--- config.mk ---
export PLATFORM = sky130hd
export DESIGN_NAME = exc_sequencer
export DESIGN_NICKNAME = d
export VERILOG_FILES = /design/src/include/exc_seq_pkg.sv /design/src/verilog/exc_sequencer.sv
export SDC_FILE = /design/constraint.sdc
export NUM_CORES = 1
export LEC_CHECK = 0
export ABC_AREA = 1
export BUFFER_PORTS_ARGS = -buffer_cell sky130_fd_sc_hd__buf_2
export CAP_MARGIN = 10
export CORE_MARGIN = 2
export CORE_UTILIZATION = 38
export CTS_BUF_LIST = sky130_fd_sc_hd__clkbuf_8
export CTS_CLUSTER_DIAMETER = 150
export CTS_CLUSTER_SIZE = 12
export DETAILED_ROUTE_END_ITERATION = 12
export SYNTH_ARGS = -nofsm -noshare
export SYNTH_HDL_FRONTEND = slang
export SYNTH_SLANG_ARGS = --single-unit
--- constraint.sdc ---
create_clock -name clk -period 4.78 [get_ports clk]
set_input_delay 1.195 -clock clk [delete_from_list [all_inputs] [get_ports clk]]
set_output_delay 1.195 -clock clk [all_outputs]
set_load 0.01 [all_outputs]
--- src/include/exc_seq_pkg.sv ---
// Constants, codes and carrier types for the reset and exception sequencer
package exc_seq_pkg;
  // Register byte offsets on APB
  localparam logic [7:0] off_event_code = 8'h00;
  localparam logic [7:0] off_return_addr = 8'h04;
  localparam logic [7:0] off_vector_base = 8'h08;
  localparam logic [7:0] off_state_word = 8'h0c;
  localparam logic [7:0] off_trap_code = 8'h10;
  localparam logic [7:0] off_saved_state = 8'h14;
  // Exception event codes
  localparam logic [11:0] code_power_on = 12'h000;
  localparam logic [11:0] code_manual = 12'h020;
  localparam logic [11:0] code_debug = 12'h000;
  localparam logic [11:0] code_addr_read = 12'h0e0;
  localparam logic [11:0] code_addr_write = 12'h1e0;
  localparam logic [11:0] code_illegal = 12'h180;
  localparam logic [11:0] code_slot = 12'h1a0;
  localparam logic [11:0] code_trap = 12'h160;
  localparam logic [11:0] code_break = 12'h1e0;
  localparam logic [11:0] code_dma = 12'h5c0;
  // Addresses
  localparam logic [31:0] reset_vector = 32'ha0000000;
  localparam logic [31:0] vector_base_reset = 32'h00000000;
  localparam logic [31:0] general_offset = 32'h00000100;
  // State word field positions
  localparam int psw_md = 30;
  localparam int psw_bnk = 29;
  localparam int psw_blk = 28;
  localparam int psw_dsp = 12;
  localparam int psw_imask_lo = 4;
  localparam logic [3:0] imask_reset = 4'hf;
  // State word value after any reset: privileged, bank 1, blocked, mask 1111
  localparam logic [31:0] psw_reset = 32'h700000f0;
  // Access sizes of a data access
  localparam logic [1:0] size_byte = 2'h0;
  localparam logic [1:0] size_word = 2'h1;
  localparam logic [1:0] size_long = 2'h2;

  // Instruction at the point of acceptance, from the pipeline
  typedef struct packed {
    logic valid;         // An instruction sits at the boundary this cycle
    logic [31:0] pc;     // Its own address
    logic [31:0] next_pc; // Address of the following instruction
    logic in_slot;       // It sits in a delay slot
    logic [31:0] branch_pc; // Address of the delayed branch before it
    logic [31:0] branch_target; // Destination of that delayed branch
    logic undefined;     // Decoded as undefined code
    logic pc_changing;   // Decoded as an instruction that rewrites pc
    logic dsp_op;        // Decoded as a DSP extension instruction
    logic trap;          // Software trap instruction
    logic [7:0] trap_imm; // Its 8-bit immediate
  } instr_s;

  // Fetch and data access of that instruction
  typedef struct packed {
    logic fetch_valid;
    logic [31:0] fetch_addr;
    logic data_valid;
    logic data_write;
    logic [1:0] data_size;
    logic [31:0] data_addr;
  } access_s;

  // Break match unit requests
  typedef struct packed {
    logic pre_exec;      // Before execution, re-execution type
    logic operand;       // Operand break, completion type
    logic async_break;   // Data or bus break, asynchronous
  } break_s;
endpackage

--- src/verilog/exc_sequencer.sv ---
// Reset and general exception sequencer with APB register access
// Behaviour
// - power-on reset: code 000, jump A0000000
// - manual reset: code 020, same vector
// - power-on taken while its pin low
// - manual reset taken while its pin low
// - debug reset: code 000, vector base cleared
// - any reset sets block, bank, mask 1111
// - fetch from odd address is address error
// - misaligned word or longword data access errors
// - user access at or above 80000000 errors
// - address error re-executes; return address by kind
// - address error code 0E0 read, 1E0 write
// - undefined code outside slot: code 180
// - bad slot instruction: code 1A0, branch address
// - software trap completes, code 160, next address
// - trap immediate times four to trap code
// - break gives code 1E0, type by kind
// - operand break returns next or branch target
// - misaligned DMA address: code 5C0, asynchronous
// - DSP instruction with DSP bit clear illegal
// - resets first, then general exceptions
// - completion saves next, re-execution saves own
//
// Added by the designer: the register offsets and register access over APB.
`timescale 1ns/10ps
`default_nettype none
module exc_sequencer (
  // Clock and reset
  input wire logic clk,
  input wire logic rstn,
  // Reset sources
  input wire logic power_on_reset_pin_n,
  input wire logic manual_reset_pin_n,
  input wire logic debug_reset_cmd,
  // Pipeline, break match unit and dma unit
  input wire exc_seq_pkg::instr_s instr,
  input wire exc_seq_pkg::access_s access,
  input wire exc_seq_pkg::break_s brk,
  input wire logic dma_addr_err,
  // Redirect to the pipeline
  output logic core_reset,
  output logic redirect_valid,
  output logic [31:0] redirect_pc,
  output logic abort_current,
  output logic [31:0] state_word_out,
  // APB slave
  input wire logic psel,
  input wire logic penable,
  input wire logic pwrite,
  input wire logic [31:0] paddr,
  input wire logic [31:0] pwdata,
  output logic [31:0] prdata,
  output logic pready,
  output logic pslverr
);

  // Sequencer states
  typedef enum logic [1:0] {
    st_reset = 2'b01,
    st_run = 2'b10
  } seq_e;

  seq_e state;                 // Current state
  seq_e next_state;            // Next state
  logic por_meta, por_sync;    // Power-on pin synchroniser
  logic man_meta, man_sync;    // Manual pin synchroniser
  logic man_seen;              // Manual reset caused the current hold
  logic [31:0] exception_event_code_reg; // Last event code
  logic [31:0] saved_return_address;     // Return address
  logic [31:0] vector_base_reg;          // Handler base
  logic [31:0] processor_state_word;     // Mode, bank, block, mask
  logic [31:0] saved_state_word;         // State word before exception
  logic [31:0] trap_code_reg;            // Trap immediate times four
  logic dma_pending;           // Held dma address error request
  logic brk_pending;           // Held asynchronous break request

  // Misalignment check for cpu data accesses
  function automatic logic misaligned(input logic [1:0] size,
                                      input logic [1:0] low);
    misaligned = (size == exc_seq_pkg::size_word && low[0]) ||
                 (size == exc_seq_pkg::size_long && low != 2'h0);
  endfunction

  // Field views of the state word
  wire user_mode = ~processor_state_word[exc_seq_pkg::psw_md];
  wire blocked = processor_state_word[exc_seq_pkg::psw_blk];
  wire dsp_on = processor_state_word[exc_seq_pkg::psw_dsp];

  // Reset requests; pins are low-active levels
  wire por_req = ~por_sync;
  wire man_req = ~man_sync;
  wire any_pin_reset = por_req | man_req;

  // Fetch fault: odd address or user access to upper space
  wire fetch_err = access.fetch_valid &
                   (access.fetch_addr[0] |
                    (user_mode & access.fetch_addr[31]));
  // Data fault: misaligned or user access to upper space
  wire data_err = instr.valid & access.data_valid &
                  (misaligned(access.data_size, access.data_addr[1:0]) |
                   (user_mode & access.data_addr[31]));
  // DSP op with DSP disabled counts as undefined code
  wire bad_code = instr.undefined | (instr.dsp_op & ~dsp_on);
  wire illegal_gen = instr.valid & ~instr.in_slot & bad_code;
  wire illegal_slot = instr.valid & instr.in_slot &
                      (bad_code | instr.pc_changing);
  wire trap_hit = instr.valid & instr.trap & ~instr.in_slot;
  wire pre_break = instr.valid & brk.pre_exec & ~blocked;
  wire op_break = instr.valid & brk.operand & ~blocked;
  // Asynchronous requests wait for a boundary; dma held while blocked, breaks dropped
  wire async_brk = instr.valid & (brk_pending | brk.async_break) &
                   ~blocked;
  wire dma_take = instr.valid & (dma_pending | dma_addr_err) & ~blocked;
  // Address of the instruction that re-executes after the handler
  wire [31:0] own_addr = instr.in_slot ? instr.branch_pc : instr.pc;
  // Completion type: next, or branch target when in a slot
  wire [31:0] next_addr = instr.in_slot ? instr.branch_target
                                        : instr.next_pc;

  // Priority selection among general exceptions
  logic gen_take;              // A general exception is taken now
  logic gen_abort;             // It is of re-execution type
  logic [11:0] gen_code;       // Its event code
  logic [31:0] gen_ret;        // Its return address
  logic synchronous_fault;     // Fault that forces reset under block
  always_comb begin
    gen_take = 1'b1;
    gen_abort = 1'b1;
    gen_code = exc_seq_pkg::code_break;
    gen_ret = own_addr;
    synchronous_fault = 1'b0;
    // Highest first; only one is taken per cycle
    if (pre_break) begin
      gen_code = exc_seq_pkg::code_break;
      gen_ret = own_addr;
    end else if (fetch_err) begin
      gen_code = exc_seq_pkg::code_addr_read;
      gen_ret = access.fetch_addr;
      synchronous_fault = 1'b1;
    end else if (illegal_gen) begin
      gen_code = exc_seq_pkg::code_illegal;
      gen_ret = instr.pc;
      synchronous_fault = 1'b1;
    end else if (illegal_slot) begin
      gen_code = exc_seq_pkg::code_slot;
      gen_ret = instr.branch_pc;
      synchronous_fault = 1'b1;
    end else if (data_err) begin
      // Fault in a slot returns to the delayed branch
      gen_code = access.data_write ? exc_seq_pkg::code_addr_write
                                   : exc_seq_pkg::code_addr_read;
      gen_ret = own_addr;
      synchronous_fault = 1'b1;
    end else if (trap_hit) begin
      gen_abort = 1'b0;
      gen_code = exc_seq_pkg::code_trap;
      gen_ret = instr.next_pc;
      synchronous_fault = 1'b1;
    end else if (op_break) begin
      gen_abort = 1'b0;
      gen_code = exc_seq_pkg::code_break;
      gen_ret = next_addr;
    end else if (async_brk) begin
      gen_abort = 1'b0;
      gen_code = exc_seq_pkg::code_break;
      gen_ret = next_addr;
    end else if (dma_take) begin
      gen_abort = 1'b0;
      gen_code = exc_seq_pkg::code_dma;
      gen_ret = next_addr;
    end else begin
      gen_take = 1'b0;
    end
  end

  // A synchronous fault with block set cannot be nested: it resets
  wire block_reset = gen_take & synchronous_fault & blocked;
  wire gen_accept = gen_take & ~block_reset;
  // Resets outrank every general exception
  wire run_state = (state == st_run);
  wire debug_reset = run_state & debug_reset_cmd & ~any_pin_reset;
  wire soft_reset = debug_reset | (run_state & block_reset);
  wire exc_commit = run_state & gen_accept & ~debug_reset &
                    ~any_pin_reset;

  // State transitions
  always_comb begin
    case (state)
      st_reset: next_state = any_pin_reset ? st_reset : st_run;
      st_run: next_state = any_pin_reset ? st_reset : st_run;
      default: next_state = st_reset;
    endcase
  end

  // APB decode
  wire apb_setup = psel & ~penable & ~pready;
  wire apb_write = psel & penable & pready & pwrite;
  wire [7:0] reg_off = paddr[7:0];
  wire mapped = (paddr[31:8] == 24'h000000) && (reg_off[1:0] == 2'h0) &&
                (reg_off <= exc_seq_pkg::off_saved_state);
  wire wr_base = apb_write & ~pslverr &
                (reg_off == exc_seq_pkg::off_vector_base);
  wire wr_psw = apb_write & ~pslverr &
                (reg_off == exc_seq_pkg::off_state_word);
  logic [31:0] read_mux;       // Read data for the addressed register
  always_comb begin
    case (reg_off)
      exc_seq_pkg::off_event_code: read_mux = exception_event_code_reg;
      exc_seq_pkg::off_return_addr: read_mux = saved_return_address;
      exc_seq_pkg::off_vector_base: read_mux = vector_base_reg;
      exc_seq_pkg::off_state_word: read_mux = processor_state_word;
      exc_seq_pkg::off_trap_code: read_mux = trap_code_reg;
      exc_seq_pkg::off_saved_state: read_mux = saved_state_word;
      default: read_mux = 32'h00000000;
    endcase
  end

  // Pin synchronisers; only the second stage is read
  always_ff @(posedge clk or negedge rstn) begin
    if (!rstn) begin
      por_meta <= 1'b0;
      por_sync <= 1'b0;
      man_meta <= 1'b1;
      man_sync <= 1'b1;
    end else begin
      por_meta <= power_on_reset_pin_n;
      por_sync <= por_meta;
      man_meta <= manual_reset_pin_n;
      man_sync <= man_meta;
    end
  end

  // Sequencer state and reset cause
  always_ff @(posedge clk or negedge rstn) begin
    if (!rstn) begin
      state <= st_reset;
      man_seen <= 1'b0;
    end else begin
      state <= next_state;
      // Power-on wins when both pins are low
      if (por_req) begin
        man_seen <= 1'b0;
      end else if (man_req) begin
        man_seen <= 1'b1;
      end
    end
  end

  // Held asynchronous requests; a new request beats the clear
  always_ff @(posedge clk or negedge rstn) begin
    if (!rstn) begin
      dma_pending <= 1'b0;
      brk_pending <= 1'b0;
    end else if (any_pin_reset || soft_reset) begin
      dma_pending <= 1'b0;
      brk_pending <= 1'b0;
    end else begin
      // Cleared only when accepted and no fresh request arrives
      dma_pending <= dma_addr_err |
                     (dma_pending & ~(exc_commit & gen_code ==
                      exc_seq_pkg::code_dma & ~async_brk & ~op_break));
      // Breaks under block are ignored, not held
      brk_pending <= brk.async_break & ~blocked |
                     (brk_pending & ~blocked & ~(exc_commit & async_brk));
    end
  end

  // Event code, return address and trap code
  always_ff @(posedge clk or negedge rstn) begin
    if (!rstn) begin
      exception_event_code_reg <= {20'h00000, exc_seq_pkg::code_power_on};
      saved_return_address <= 32'h00000000;
      trap_code_reg <= 32'h00000000;
      saved_state_word <= 32'h00000000;
    end else if (any_pin_reset) begin
      exception_event_code_reg <= {20'h00000, por_req ?
        exc_seq_pkg::code_power_on : exc_seq_pkg::code_manual};
    end else if (debug_reset) begin
      exception_event_code_reg <= {20'h00000, exc_seq_pkg::code_debug};
    end else if (run_state && block_reset) begin
      exception_event_code_reg <= {20'h00000, exc_seq_pkg::code_manual};
    end else if (exc_commit) begin
      exception_event_code_reg <= {20'h00000, gen_code};
      saved_return_address <= gen_ret;
      saved_state_word <= processor_state_word;
      if (gen_code == exc_seq_pkg::code_trap && trap_hit) begin
        trap_code_reg <= {22'h000000, instr.trap_imm, 2'h0};
      end
    end
  end

  // Vector base and state word
  always_ff @(posedge clk or negedge rstn) begin
    if (!rstn) begin
      vector_base_reg <= exc_seq_pkg::vector_base_reset;
      processor_state_word <= exc_seq_pkg::psw_reset;
    end else if (any_pin_reset || soft_reset) begin
      vector_base_reg <= exc_seq_pkg::vector_base_reset;
      processor_state_word <= exc_seq_pkg::psw_reset;
    end else if (exc_commit) begin
      // Handler runs privileged, in bank 1, with block set
      processor_state_word[exc_seq_pkg::psw_md] <= 1'b1;
      processor_state_word[exc_seq_pkg::psw_bnk] <= 1'b1;
      processor_state_word[exc_seq_pkg::psw_blk] <= 1'b1;
    end else begin
      if (wr_base) begin
        vector_base_reg <= pwdata;
      end
      if (wr_psw) begin
        processor_state_word <= pwdata;
      end
    end
  end

  // Redirect outputs to the pipeline
  always_ff @(posedge clk or negedge rstn) begin
    if (!rstn) begin
      core_reset <= 1'b1;
      redirect_valid <= 1'b0;
      redirect_pc <= exc_seq_pkg::reset_vector;
      abort_current <= 1'b0;
    end else begin
      core_reset <= any_pin_reset | soft_reset;
      // Leaving reset, or a debug or block reset: start at the reset vector
      if ((state == st_reset && !any_pin_reset) || soft_reset) begin
        redirect_valid <= 1'b1;
        redirect_pc <= exc_seq_pkg::reset_vector;
        abort_current <= 1'b1;
      end else if (exc_commit) begin
        redirect_valid <= 1'b1;
        redirect_pc <= vector_base_reg + exc_seq_pkg::general_offset;
        abort_current <= gen_abort;
      end else begin
        redirect_valid <= 1'b0;
        abort_current <= 1'b0;
      end
    end
  end

  // State word copy for the core
  always_ff @(posedge clk or negedge rstn) begin
    if (!rstn) begin
      state_word_out <= exc_seq_pkg::psw_reset;
    end else begin
      state_word_out <= processor_state_word;
    end
  end

  // APB answer: no wait state, data and error registered
  always_ff @(posedge clk or negedge rstn) begin
    if (!rstn) begin
      pready <= 1'b0;
      prdata <= 32'h00000000;
      pslverr <= 1'b0;
    end else begin
      pready <= apb_setup;
      if (apb_setup) begin
        prdata <= (mapped && !pwrite) ? read_mux : 32'h00000000;
        pslverr <= ~mapped;
      end else begin
        pslverr <= 1'b0;
      end
    end
  end

endmodule
`default_nettype wire
; ---- Word-level counts from Yosys, hierarchy flattened
; Index checks and enable logic that the tools add are counted.
[totals]
word_cells = 208
register_bits = 277
output_inout_bits = 101
inputBits = 287
[classes]
n_bitwise = 74
n_addsub = 1
muxes = 71
n_lt_le_gt_ge = 1
n_reduce_logical = 27
n_eq_ne = 12
[ops]
columns = cell, n
row1 = two-way mux 32 bit, 23
row2 = case mux 32 bit (6 select lines), 1
row3 = two-way mux 11 bit, 9
row4 = bitwise AND 1 bit, 45
row5 = adder 32 x 9 -> 32 bit (second input constant), 1
row6 = two-way mux 1 bit, 32
row7 = two-way mux 28 bit, 1
row8 = zero test 24 bit, 1
row9 = inverter 1 bit, 18
row10 = == test 8 x 4 -> 1 bit (second input constant), 2
row11 = == test 8 x 5 -> 1 bit (second input constant), 2
row12 = == test 12 x 11 -> 1 bit (second input constant), 1
row13 = == test 12 x 9 -> 1 bit (second input constant), 1
row14 = OR 1 bit, 11
row15 = two-way mux 9 bit, 1
row16 = == test 8 x 3 -> 1 bit (second input constant), 1
row17 = <= comparator 8 x 5 -> 1 bit (second input constant), 1
row18 = logical AND 1 bit, 8
row19 = zero test 8 bit, 1
row20 = nonzero test 2 bit, 4
row21 = two-way mux 6 bit, 1
row22 = AND reduction 5 bit, 1
row23 = == test 2 x 1 -> 1 bit (second input constant), 2
row24 = == test 2 bit (second input constant), 2
row25 = 11 further kinds, 16

; ---- Longest topological paths before layout
; Gate-level depths: netlist (run 1).
[depth]
depth_word = 26
mapped_depth = 14
ltp_nobuf = 14

; ---- Worst setup path before layout (run 1)
; Ideal clock, no wire load.
[synth_path]
path_type = input -> register
start = input paddr[7]
end = register processor_state_word[19]
required_time_ns = 4.663
path_slack_ns = 2.143
path_buffers = 2
stages = 12
arrival_time_ns = 2.520
setup_ns = 0.117
path_cell_list = nor2_1 > nand2_1 > nor2_2 > nand3b_1 > nor2_4 > inv_2 > nand3_1 > nand2_1 > buf_4 > buf_6 > nand2_1 > nand2_1
[synth_via]
elab_chain_len = 4
[synth_lines]
columns = element, line
row1 = "start, declared", exc_sequencer.sv:51  ; input wire logic [31:0] paddr,
row2 = == test 8 x 4 -> 1 bit, exc_sequencer.sv:205  ; (reg_off == exc_seq_pkg::off_state_word);
row3 = bitwise AND 1 bit, exc_sequencer.sv:204  ; wire wr_psw = apb_write & ~pslverr &
row4 = nonzero test 2 bit (no line), -
row5 = AND reduction 2 bit (no line), -
row6 = "end signal, assigned", exc_sequencer.sv:297  ; processor_state_word <= exc_seq_pkg::psw_reset;
row7 = "end signal, assigned", exc_sequencer.sv:300  ; processor_state_word <= exc_seq_pkg::psw_reset;
row8 = "end signal, assigned", exc_sequencer.sv:311  ; processor_state_word <= pwdata;
row9 = "end, declared", exc_sequencer.sv:72  ; logic [31:0] processor_state_word;
; No other way between the ends.
; A chain may end at the register's enable or synchronous reset.

; ---- Final worst setup path (run 1)
[layout_path]
start = input instr[76] (netlist bit)
end = register saved_return_address[30]
[layout_via]
elab_chain_len = 16
elab_cells_between_ends = 39
cone_classes = mux (23) / bitwise (14) / reduce/logical (2)
[layout_lines]
columns = element, line
row1 = "start, declared", exc_sequencer.sv:37  ; input wire exc_seq_pkg::instr_s instr,
row2 = inverter 1 bit, "exc_sequencer.sv:105, exc_sequencer.sv:108"
row3 = bitwise AND 1 bit, exc_sequencer.sv:108  ; wire trap_hit = instr.valid & instr.trap & ~instr.in_slot;
row4 = two-way mux 1 bit, exc_sequencer.sv:155  ; end else if (trap_hit) begin
row5 = two-way mux 1 bit, exc_sequencer.sv:149  ; end else if (data_err) begin
row6 = two-way mux 1 bit, exc_sequencer.sv:145  ; end else if (illegal_slot) begin
row7 = two-way mux 1 bit, exc_sequencer.sv:141  ; end else if (illegal_gen) begin
row8 = two-way mux 1 bit, exc_sequencer.sv:137  ; end else if (fetch_err) begin
row9 = two-way mux 1 bit, exc_sequencer.sv:134  ; if (pre_break) begin
row10 = bitwise AND 1 bit (2 in series), exc_sequencer.sv:178  ; wire block_reset = gen_take & synchronous_fault & blocked;
row11 = inverter 1 bit, exc_sequencer.sv:179  ; wire gen_accept = gen_take & ~block_reset;
row12 = bitwise AND 1 bit, exc_sequencer.sv:179
row13 = bitwise AND 1 bit (3 in series), exc_sequencer.sv:184  ; wire exc_commit = run_state & gen_accept & ~debug_reset &
row14 = AND reduction 4 bit (no line), -
row15 = "end signal, assigned", exc_sequencer.sv:285  ; saved_return_address <= gen_ret;
row16 = "end, declared", exc_sequencer.sv:70  ; logic [31:0] saved_return_address;
; Several ways; a longest one is shown, not always the timed one.

==> results of run 1 <==
==> Yosys cell counts (3+ instances only) <==
cell type / instances
nor2_1: 133
o211ai_1: 4
nor4_1: 6
inv_2: 5
or2_2: 23
o21ai_1: 12
nand2_1: 686
nor3_1: 14
o21bai_1: 8
nand4_1: 70
nand3_1: 115
a21boi_1: 19
clkbuf_1: 69
dfstp_2: 20
buf_4: 8
o21ai_0: 217
xor2_1: 13
nand2_2: 3
buf_2: 34
dfrtp_1: 230
buf_1: 7
o22ai_1: 11
nand3b_1: 6
inv_1: 176
a21boi_0: 19
a21oi_1: 55
ha_1: 3
o2111ai_1: 3
==> through the flow <==
| stage | area, um2 | power (W) | hold slack [ns] | setup slack (ns) | util [%] |
|---|---|---|---|---|---|
| floorplan | 14100 | 0.002526 | 0.3312 | 2.143 | - |
| global placement | 16210 | 0.002804 | 0.3350 | 0.9114 | 44.27 |
| detailed placement | 16210 | 0.002809 | 0.3481 | 0.8657 | 44.27 |
| CTS | 16630 | 0.004062 | 0.3609 | 1.463 | 45.42 |
| global route | 16630 | 0.004230 | 0.3631 | 1.098 | 45.42 |
| finish | 16630 | 0.004030 | 0.3599 | 1.407 | 45.43 |
==> area by class of cell <==
type                       instances  area [um2]
clock inverter                    17       63.81
timing repair buffer             386        2024
antenna                            1       2.502
multi-input combinational       1438        6634
tap                              468       585.6
sequential                       250        6281
clock buffer                      26       357.8
inverter                         182       683.2
fill                            3879       19980
==> per-layer routing <==
layer  vias up  share of wire [%]  track usage, %
met5         -              0.097               0
met2       548                 48           45.85
met1      6768                 43           35.19
met3        66                6.8           3.491
met4         8                1.9           5.486
li1       6993                  -               -
==> path summary, 6_finish.rpt <==
path / slack [ns] / endpoint
max in group asynchronous: 3.05 / redirect_pc[31]
min reg2reg: 0.36 / man_sync
max: 1.41 / saved_return_address[30]
max reg2reg: 1.80 / processor_state_word[13]
min in group asynchronous: 0.69 / state_word_out[21]
min: 0.36 / man_sync
==> critical path, stage by stage <==
cell and delay, ns:
buf_2 0.11, buf_4 0.64, inv_1 0.69, o21ai_0 0.35, nand3_1 0.10, a21boi_0 0.46
o21bai_1 0.13, nand2_1 0.08, a21boi_1 0.06
==> cell families after synthesis <==
group | count (synthesis)
adders and majority gates | 3
xor gates and xnor gates | 15
muxes | 1
AOI/OAI and AO/OA | 352
buffers and inverters | 301
DFF | 250
and+or+nand+nor | 1067
==> power by group <==
part	internal (W)	leakage (nW)	switching, W
registers	0.00215	3.24	0.0000209
logic	0.000209	5.64	0.000385
clock network	0.000501	0.277	0.000760
==> summary.md, run 1 <==
| Metric | Value |
|---|---|
| Die X | 196.6 um |
| Hpwl dp | 38,630 um |
| Hold depth | 0 |
| Status | complete, no violations |
| DRC Markers | 0 |
| Clock tree buffer depth | 3 |
| Area leader, netlist | dfrtp_1 |
| Final GP Congestion | 0.9220 |
| I/O Pins | 388 |
| Register area share after synthesis | 44.54% |
| Total GRT Usage | 26.34% |
| Post-synth cell types | 44 |
| Worst-path clk slew | 0.09 ns |
| Fin Clk Skew | 0.01617 ns |
| Die H | 196.6 um |
| Startpoint types | input port |
| Root buf cell | clkbuf_8 |
| First-pass GRT wire length | 79,410 um |
| H-tree depth | 1 |
| Syn nets | 2,279 |
| DR vias/cell | 5.196 |
| Post-synth EDFFs | 0 |
| Starting DRT DRC Count | 1,127 |
| Layout net count | 2,572 |
| Mean Syn Cell Area | 7.090 um2 |
| PortBufs | 358 |
| Worst Hold Class | flop to flop |
| Drt pass-1 iters | 7 |
| Synth Instances | 1,989 |
| Post-route insts no fill | 2,768 |
| Worst EP arrival | 3.83 ns |
| Final min period | 3.373 ns |
| Xor/xnor share of the synthesized area | 0.9317% |
| Worst Max-Slew Pin Slew | 1.123 ns |
| Seq cells post-synth | 250 |
| Most frequent cells in the layout | 684 x nand2_1, 357 x buf_2, 230 x dfrtp_1 |
| Full die area | 38,670 um2 |
| Fmax | 296.5 MHz |
| Worst R2R Start | processor_state_word[30] |
| Multiplexer share of the synthesized area | 0.07098% |
| Worst slew margin | 24.75% |
| Final setup violation count | 0 |
| Leakage power | 9.161 nW |
| GRT overflow | 0 |
| Routed WL per cell | 18.59 um |
| Initial Utilization | 38.52% |
| # rows | 70 |
| Setup Crit Path Kind | input port to flop |
| Vias in the first global route | 13,876 |
| Ranking of synthesized cells by area | dfrtp_1 41%, nand2_1 18%, o21ai_0 7.7%, inv_1 4.7%, nand3_1 4.1% |
| CTS Sinks | 250 |
| Num CTS Buffers | 24 |
| Reg2Reg Depth | 13 |
| Post-synthesis compound-gate area fraction | 13.66% |
| Most common cell after layout, fill and taps aside | nand2_1 |
| CTS resizes | 0 |
| # placed instances | 2,724 |
| CTS tree | built |
| Worst VDD drop | 0.1327 mV |
| Final Max Slew Viols | 0 |
| Final Hold Vio Count | 0 |
| Post-synth top flop | dfrtp_1 |
| Yosys top cell area share | 40.82% |
| Cell Pwr Density | 242.3 nW/um2 |
| Synth Area in Simple Gates | 31.94% |
| HP Start | man_meta |
| CP Capture Type | flop |
| Share of post-route cells with drive strength above 1 | 20.66% |
| Adder-Cell Fraction of Synth Area | 0.2662% |
| Cell area after synthesis | 14,100 um2 |
| Via count | 14,383 |
| CP max FO | 88 |
| Hold bufs inserted after CTS | 0 |
| Wirelength, routed | 51,450 um |
| FFs w/ async S/R, synth | 100.0% |
| Post-CTS Setup Bufs | 0 |
| Largest net degree at the start of global routing | 114 |
| Final antenna-violating net count | 0 |
| Ys Warns | 0 |
| Initial antenna violation count | 5 |
| RSZ-0062 raised after global routing | false |
| CP required | 5.24 ns |
| Worst-Skew Late Latency | 0.57 ns |
| Core area | 36,610 um2 |
| Worst setup startpoint | instr[76] |
| Setup TNS | 0 ns |
| Period utilisation layout | 70.56% |
| Layout area overhead | 17.95% |
| Largest family of logic cells by synthesized area | simple AND/OR/NAND/NOR gates |
| Max-cap violations | 0 |
No activity file was read; power rests on OpenSTA's default activity.
==> inputs of run 2 (changes only) <==
- ABC_AREA: 1 -> 0
- clock period: 4.78 -> 3 ns (I/O delays scaled with it)
==> summary.md, run 2 <==
| Metric | Value |
|---|---|
| Full die area | 37,040 um2 (-4.2%) |
| Most frequent cell after synthesis | dfrtp_1 |
| Seq cells post-synth | 250 (unchanged) |
| # rows | 69 (-1.4%) |
| Worst Hold Class | input port to asynchronous set/reset pin |
| Num CTS Buffers | 24 (unchanged) |
| Startpoint types | flop |
| Setup TNS | 0 ns (unchanged) |
| Total GRT Usage | 25.96% (-0.38 points) |
| Hpwl dp | 35,370 um (-8.4%) |
| Post-synth cell types | 70 (+59%) |
| RSZ-0062 raised after global routing | false |
| Initial antenna violation count | 6 (+1) |
| Worst Max-Slew Pin Slew | 0.7997 ns (-0.3236 ns) |
| GRT met1 Usage | 35.54% (+0.35 points) |
| Core area | 35,310 um2 (-3.6%) |
| Most common cell after layout, fill and taps aside | buf_2 |
| Post-CTS Setup Bufs | 0 (unchanged) |
| Area of the multi-input gates | 6740 um2 (+1.6%) |
| Ys Warns | 0 (unchanged) |
| Vias in the first global route | 12,343 (-11%) |
| Synth Instances | 1,319 (-34%) |
| Fin Clk Skew | 0.03673 ns (+0.02056 ns) |
| Starting DRT DRC Count | 954 (-15%) |
| Initial Utilization | 38.22% (-0.30 points) |
| Final min period | 2.638 ns |
| CTS tree | built |
| Wirelength, routed | 48,550 um (-5.6%) |
| Worst-Skew Late Latency | 0.57 ns (about the same) |
| Via count | 12,283 (-15%) |
| PortBufs | 358 (unchanged) |
| Fillers | 3,395 (-12%) |
| Slowest-stage cell, CP | dfstp_2 |
| Max-cap violations | 0 (unchanged) |
| Register area share after synthesis | 46.55% (+2.0 points) |
| GR peak layer | met2 |
| Final setup violation count | 0 (unchanged) |
| Final GP Congestion | 0.8428 (-8.6%) |
| Worst-path clk slew | 0.09 ns (about the same) |
| FFs w/ async S/R, synth | 100.0% (unchanged) |
| Cell area after synthesis | 13,490 um2 (-4.3%) |
| First-pass GRT wire length | 73,400 um (-7.6%) |
| Hold bufs inserted after CTS | 0 (unchanged) |
| Global Route met2 Usage | 41.30% (-4.6 points) |
| Share of post-route cells with drive strength above 1 | 35.14% (+14 points) |
| Crit-path cells | nor2b_1 -> o21ai_1 -> o2111ai_4 -> nor2_2 -> nor2_4 -> buf_12 -> mux2_1 |
| DR vias/cell | 5.742 (+11%) |
| Yosys top cell area share | 42.65% (+1.8 points) |
| FF+latch area | 6281 um2 (unchanged) |
| Most frequent cells after synthesis | 230 x dfrtp_1, 138 x nand2_1, 95 x mux2_2, 92 x nor2_1, 90 x a22oi_1 |
| CTS resizes | 0 (unchanged) |
| CP bufs+invs | 1 (-2) |
| Most frequent cells in the layout | 357 x buf_2, 230 x dfrtp_1, 138 x nand2_1 |
| Final Hold Vio Count | 0 (unchanged) |
| Period utilisation layout | 87.93% |
| Routed WL per cell | 22.70 um (+22%) |
| H-tree depth | 1 (unchanged) |
| Post-synth EDFFs | 0 (unchanged) |
| CP max FO | 19 (-78%) |
| Mean Syn Cell Area | 10.23 um2 (+44%) |
| Worst slew margin | 46.63% (+22 points) |
| Die X | 192.4 um (-2.1%) |
| DRC Markers | 0 (unchanged) |
| Slowest stage delay, CP | 0.68 ns (about the same) |
| Largest net degree at the start of global routing | 79 (-31%) |
| Cell Pwr Density | 383.9 nW/um2 (+58%) |
| Met3 Use GR | 6.165% (+2.7 points) |
| I/O Pins | 388 (unchanged) |
| Ranking of synthesized cells by area | dfrtp_1 43%, mux2_2 7.9%, a22oi_1 5.0%, mux2i_1 5.0%, a22o_1 3.9% |
| Layout net count | 1,948 (-24%) |
| Final antenna-violating net count | 0 (unchanged) |
| Leakage power | 7.951 nW (-13%) |
| Fin Hold WS | 0.1713 ns (-0.1886 ns) |
| Worst VDD drop | 0.2676 mV (+100%) |
| Post-synth top flop | dfrtp_1 |
| Final Max Slew Viols | 0 (unchanged) |
| CP required | 3.42 ns (-1.82 ns) |
| Die H | 192.4 um (-2.1%) |
| Syn nets | 1,609 (-29%) |
| Worst EP arrival | 3.06 ns (-0.77 ns) |
| CTS Sinks | 250 (unchanged) |
| CP Capture Type | flop |
| Area leader, netlist | dfrtp_1 |
| Root buf cell | clkbuf_8 |
| Drt pass-1 iters | 5 (-2) |
| Clock tree buffer depth | 3 (unchanged) |
| Setup Crit Path Kind | flop to flop |
| Fmax | 379.1 MHz |
| Status | complete, no violations |
| CP top delay family | simple AND/OR/NAND/NOR gates |
| Layout area overhead | 22.97% |
| GRT overflow | 0 (unchanged) |
==> run 2: cell types whose count changed in the layout (fill, tap and decap cells not counted), moves of 29 or more <==
cell	delta
nand4_1	-56
o31a_1	+32
nand3_1	-97
nand2_1	-546
mux2_2	+95
a22oi_1	+90
a22o_1	+60
o21ai_0	-152
o221ai_1	+29
mux2i_1	+66
o22a_1	+30
inv_1	-163
nor2_1	-42
==> run 2: cells by family after synthesis <==
| family | after synthesis | share of synthesized area, % |
|---|---|---|
| AO/OA/AOI/OAI | 430 | 23.61 |
| XOR/XNOR | 23 | 1.493 |
| adder cells (fa/ha/maj) | 3 | 0.2782 |
| buffers and inverters | 121 | 3.968 |
| flip-flops | 250 | 46.55 |
| multiplexers | 166 | 13.23 |
| AND/OR/NAND/NOR | 326 | 10.88 |
==> run 2: cell type report <==
class / instances / share of cell area (%)
timing repair buffer: 422 / 15.19
inverter: 12 / 0.2715
sequential: 250 / 37.85
clock inverter: 18 / 0.4072
antenna: 2 / 0.03016
multi-input combinational: 948 / 40.62
tap: 461 / 3.476
clock buffer: 26 / 2.157
==> run 2: through the flow <==
stage	total power [W]	utilization, %	cells	instance area [um2]	setup slack [ns]
floorplan	0.003941	-	1319	13490	0.4214
global placement	0.004437	45.77	2093	16160	0.08412
detailed placement	0.004451	45.77	2093	16160	0.05330
CTS	0.006429	46.98	2137	16590	0.3698
global route	0.006661	46.98	2137	16590	0.1786
finish	0.006370	46.99	2139	16590	0.3620
==> run 2: power breakdown <==
part,leakage [nW],internal [W],switching (W)
Combinational,4.26,0.000405,0.000556
Clock,0.283,0.000799,0.00118
Sequential,3.41,0.00340,0.0000266
==> run 2: per-layer routing <==
layer / share of wire, % / wire length (um)
met2: 46 / 22170
met1: 43 / 20740
met3: 9.1 / 4434
met5: 0.12 / 57
met4: 2.4 / 1145
==> run 2: path summary, 6_finish.rpt <==
kind	from	end	slack (ns)	cells past startpoint
max in group asynchronous	rstn	state_word_out[6]	2.02	2
worst min register to register	man_meta	man_sync	0.36	0
worst max-delay path	processor_state_word[30]	saved_state_word[27]	0.36	7
worst min-delay path	rstn	prdata[3]	0.17	1
min in group clk	manual_reset_pin_n	man_meta	0.31	1
worst max register to register	processor_state_word[30]	saved_state_word[27]	0.36	7
==> inputs of run 3 (changes only) <==
- CELL_PAD_IN_SITES_DETAIL_PLACEMENT: default -> 0
- CELL_PAD_IN_SITES_GLOBAL_PLACEMENT: default -> 2
- CORE_UTILIZATION: 38 -> 30
- PLACE_DENSITY_LB_ADDON: default -> 0.1
==> summary.md, run 3 (same netlist as run 2, synthesis figures left out) <==
| Metric | Value |
|---|---|
| Area of the multi-input gates | 6745 um2 (about the same) |
| Root buf cell | clkbuf_8 |
| Setup Crit Path Kind | flop to flop |
| M1 WL | 24,750 um (+19%) |
| Final Max Slew Viols | 0 (unchanged) |
| Share of post-route cells with drive strength above 1 | 35.49% (+0.35 points) |
| Drt pass-1 iters | 5 (unchanged) |
| Most frequent cells in the layout | 357 x buf_2, 230 x dfrtp_1, 138 x nand2_1 |
| Metal2 WL | 24,200 um (+9.2%) |
| Final antenna-violating net count | 0 (unchanged) |
| Fin area | 16,860 um2 (+1.6%) |
| FF+latch area | 6281 um2 (unchanged) |
| Worst slew margin | 52.84% (+6.2 points) |
| Via count | 12,162 (-0.99%) |
| Layout net count | 1,957 (+0.46%) |
| Starting DRT DRC Count | 857 (-10%) |
| CP Capture Type | flop |
| GRT overflow | 0 (unchanged) |
| Die X | 216.1 um (+12%) |
| Setup TNS | 0 ns (unchanged) |
| # placed instances | 2,233 (+6.7%) |
| Worst-path clk slew | 0.09 ns (about the same) |
| PortBufs | 358 (unchanged) |
| H-tree depth | 1 (unchanged) |
| Clock tree buffer depth | 3 (unchanged) |
| Final min period | 2.534 ns (-0.1037 ns) |
| Startpoint types | flop |
| Fin Clk Skew | 0.02786 ns (-0.008870 ns) |
| Worst VDD drop | 0.2044 mV (-24%) |
| Final GP Congestion | 0.8195 (-2.8%) |
| Post-route insts no fill | 2,283 (+6.7%) |
| Hold bufs inserted after CTS | 0 (unchanged) |
| # rows | 77 (+12%) |
| Fmax | 394.6 MHz (+4.1%) |
| Post-CTS Setup Bufs | 0 (unchanged) |
| Cell Pwr Density | 380.6 nW/um2 (-0.85%) |
| Total GRT Usage | 22.60% (-3.4 points) |
| Initial Utilization | 30.45% (-7.8 points) |
| Initial antenna violation count | 14 (+8) |
| Met3 WL | 3563 um (-20%) |
| Most common cell after layout, fill and taps aside | buf_2 |
| Leakage power | 7.994 nW (+0.54%) |
| Worst Hold Class | input port to asynchronous set/reset pin |
| Worst EP arrival | 3.06 ns (about the same) |
| Period utilisation layout | 84.48% (-3.5 points) |
| Placed Area | 16,420 um2 (+1.6%) |
| Final core utilization | 38.05% (-8.9 points) |
| CP max FO | 33 (+14) |
| Die H | 216.1 um (+12%) |
| Wirelength, routed | 53,400 um (+10%) |
| CTS resizes | 0 (unchanged) |
| CTS Sinks | 250 (unchanged) |
| RSZ-0062 raised after global routing | false |
| Status | complete, no violations |
| Core area | 44,320 um2 (+26%) |
| Vias in the first global route | 12,605 (+2.1%) |
| DRC Markers | 0 (unchanged) |
| DR vias/cell | 5.327 (-7.2%) |
| Num CTS Buffers | 24 (unchanged) |
| First-pass GRT wire length | 81,280 um (+11%) |
| I/O Pins | 388 (unchanged) |
| Final worst slack | 0.4656 ns (+0.1037 ns) |
| Worst Max-Slew Pin Slew | 0.7058 ns (-0.09393 ns) |
| Top Metal Used | met5 |
| Place WS | 0.1107 ns (+0.05743 ns) |
| CTS tree | built |
| Worst-Skew Late Latency | 0.58 ns (about the same) |
| Fillers | 4,600 (+35%) |
| Layout area overhead | 24.98% |
| Full die area | 46,690 um2 (+26%) |
| Max-cap violations | 0 (unchanged) |
| Routed WL per cell | 23.39 um (+3.1%) |
| Final setup violation count | 0 (unchanged) |
| Hpwl dp | 38,960 um (+10%) |
| Largest net degree at the start of global routing | 83 (+5.1%) |
| Final Hold Vio Count | 0 (unchanged) |
| CP required | 3.52 ns (+0.10 ns) |
==> run 3: cell types whose count changed in the layout (fill, tap and decap cells not counted) <==
cell	before	now
buf_12	19	21
nor2_2	4	3
diode_2	2	6
nor2_4	1	2
buf_4	45	52
==> run 3: critical path, stage by stage (launching register included) <==
cell       delay, ns
dfstp_2         0.66
nand2b_1        0.16
o211a_1         0.31
o2111ai_4       0.14
or2_0           0.29
buf_4           0.19
a211oi_4        0.28
buf_12          0.25
a22o_1          0.18
==> run 3: worst paths after layout <==
path,start,endpoint,slack (ns),cells after the start
max,processor_state_word[30],redirect_pc[22],0.47,8
max reg2reg,processor_state_word[30],redirect_pc[22],0.47,8
min in group clk,manual_reset_pin_n,man_meta,0.28,1
min,rstn,saved_state_word[2],0.18,1
min reg2reg,man_meta,man_sync,0.36,0
max in group asynchronous,rstn,state_word_out[30],2.03,2
==> run 3: final cells by class <==
type / count / share of cell area (%)
clock inverter: 18 / 0.4006
inverter: 12 / 0.2671
timing repair buffer: 431 / 15.49
clock buffer: 26 / 2.122
antenna: 6 / 0.08903
sequential: 250 / 37.24
multi-input combinational: 948 / 40.00
tap: 592 / 4.392
==> run 3: metrics by stage <==
| stage | total power [W] | hold WS [ns] |
|---|---|---|
| final | 0.006419 | 0.1763 |
| after global routing | 0.006745 | 0.2048 |
| after CTS | 0.006527 | 0.1682 |
| after detailed placement | 0.004483 | 0.3465 |
| after global placement | 0.004475 | 0.3357 |
| after floorplan | 0.003941 | 0.3312 |
==> run 3: where the power goes <==
| group | internal, W | switching (W) | leakage, nW |
|---|---|---|---|
| logic | 0.000414 | 0.000571 | 4.30 |
| clock network | 0.000799 | 0.00121 | 0.283 |
| registers | 0.00340 | 0.0000257 | 3.41 |
| total | 0.00461 | 0.00180 | 7.99 |
==> run 3: metal layers <==
layer	vias to the layer above	global-route usage (%)
li1	5660	-
met1	6031	32.09
met2	395	35.98
met3	62	4.351
met4	14	4.361
met5	-	0
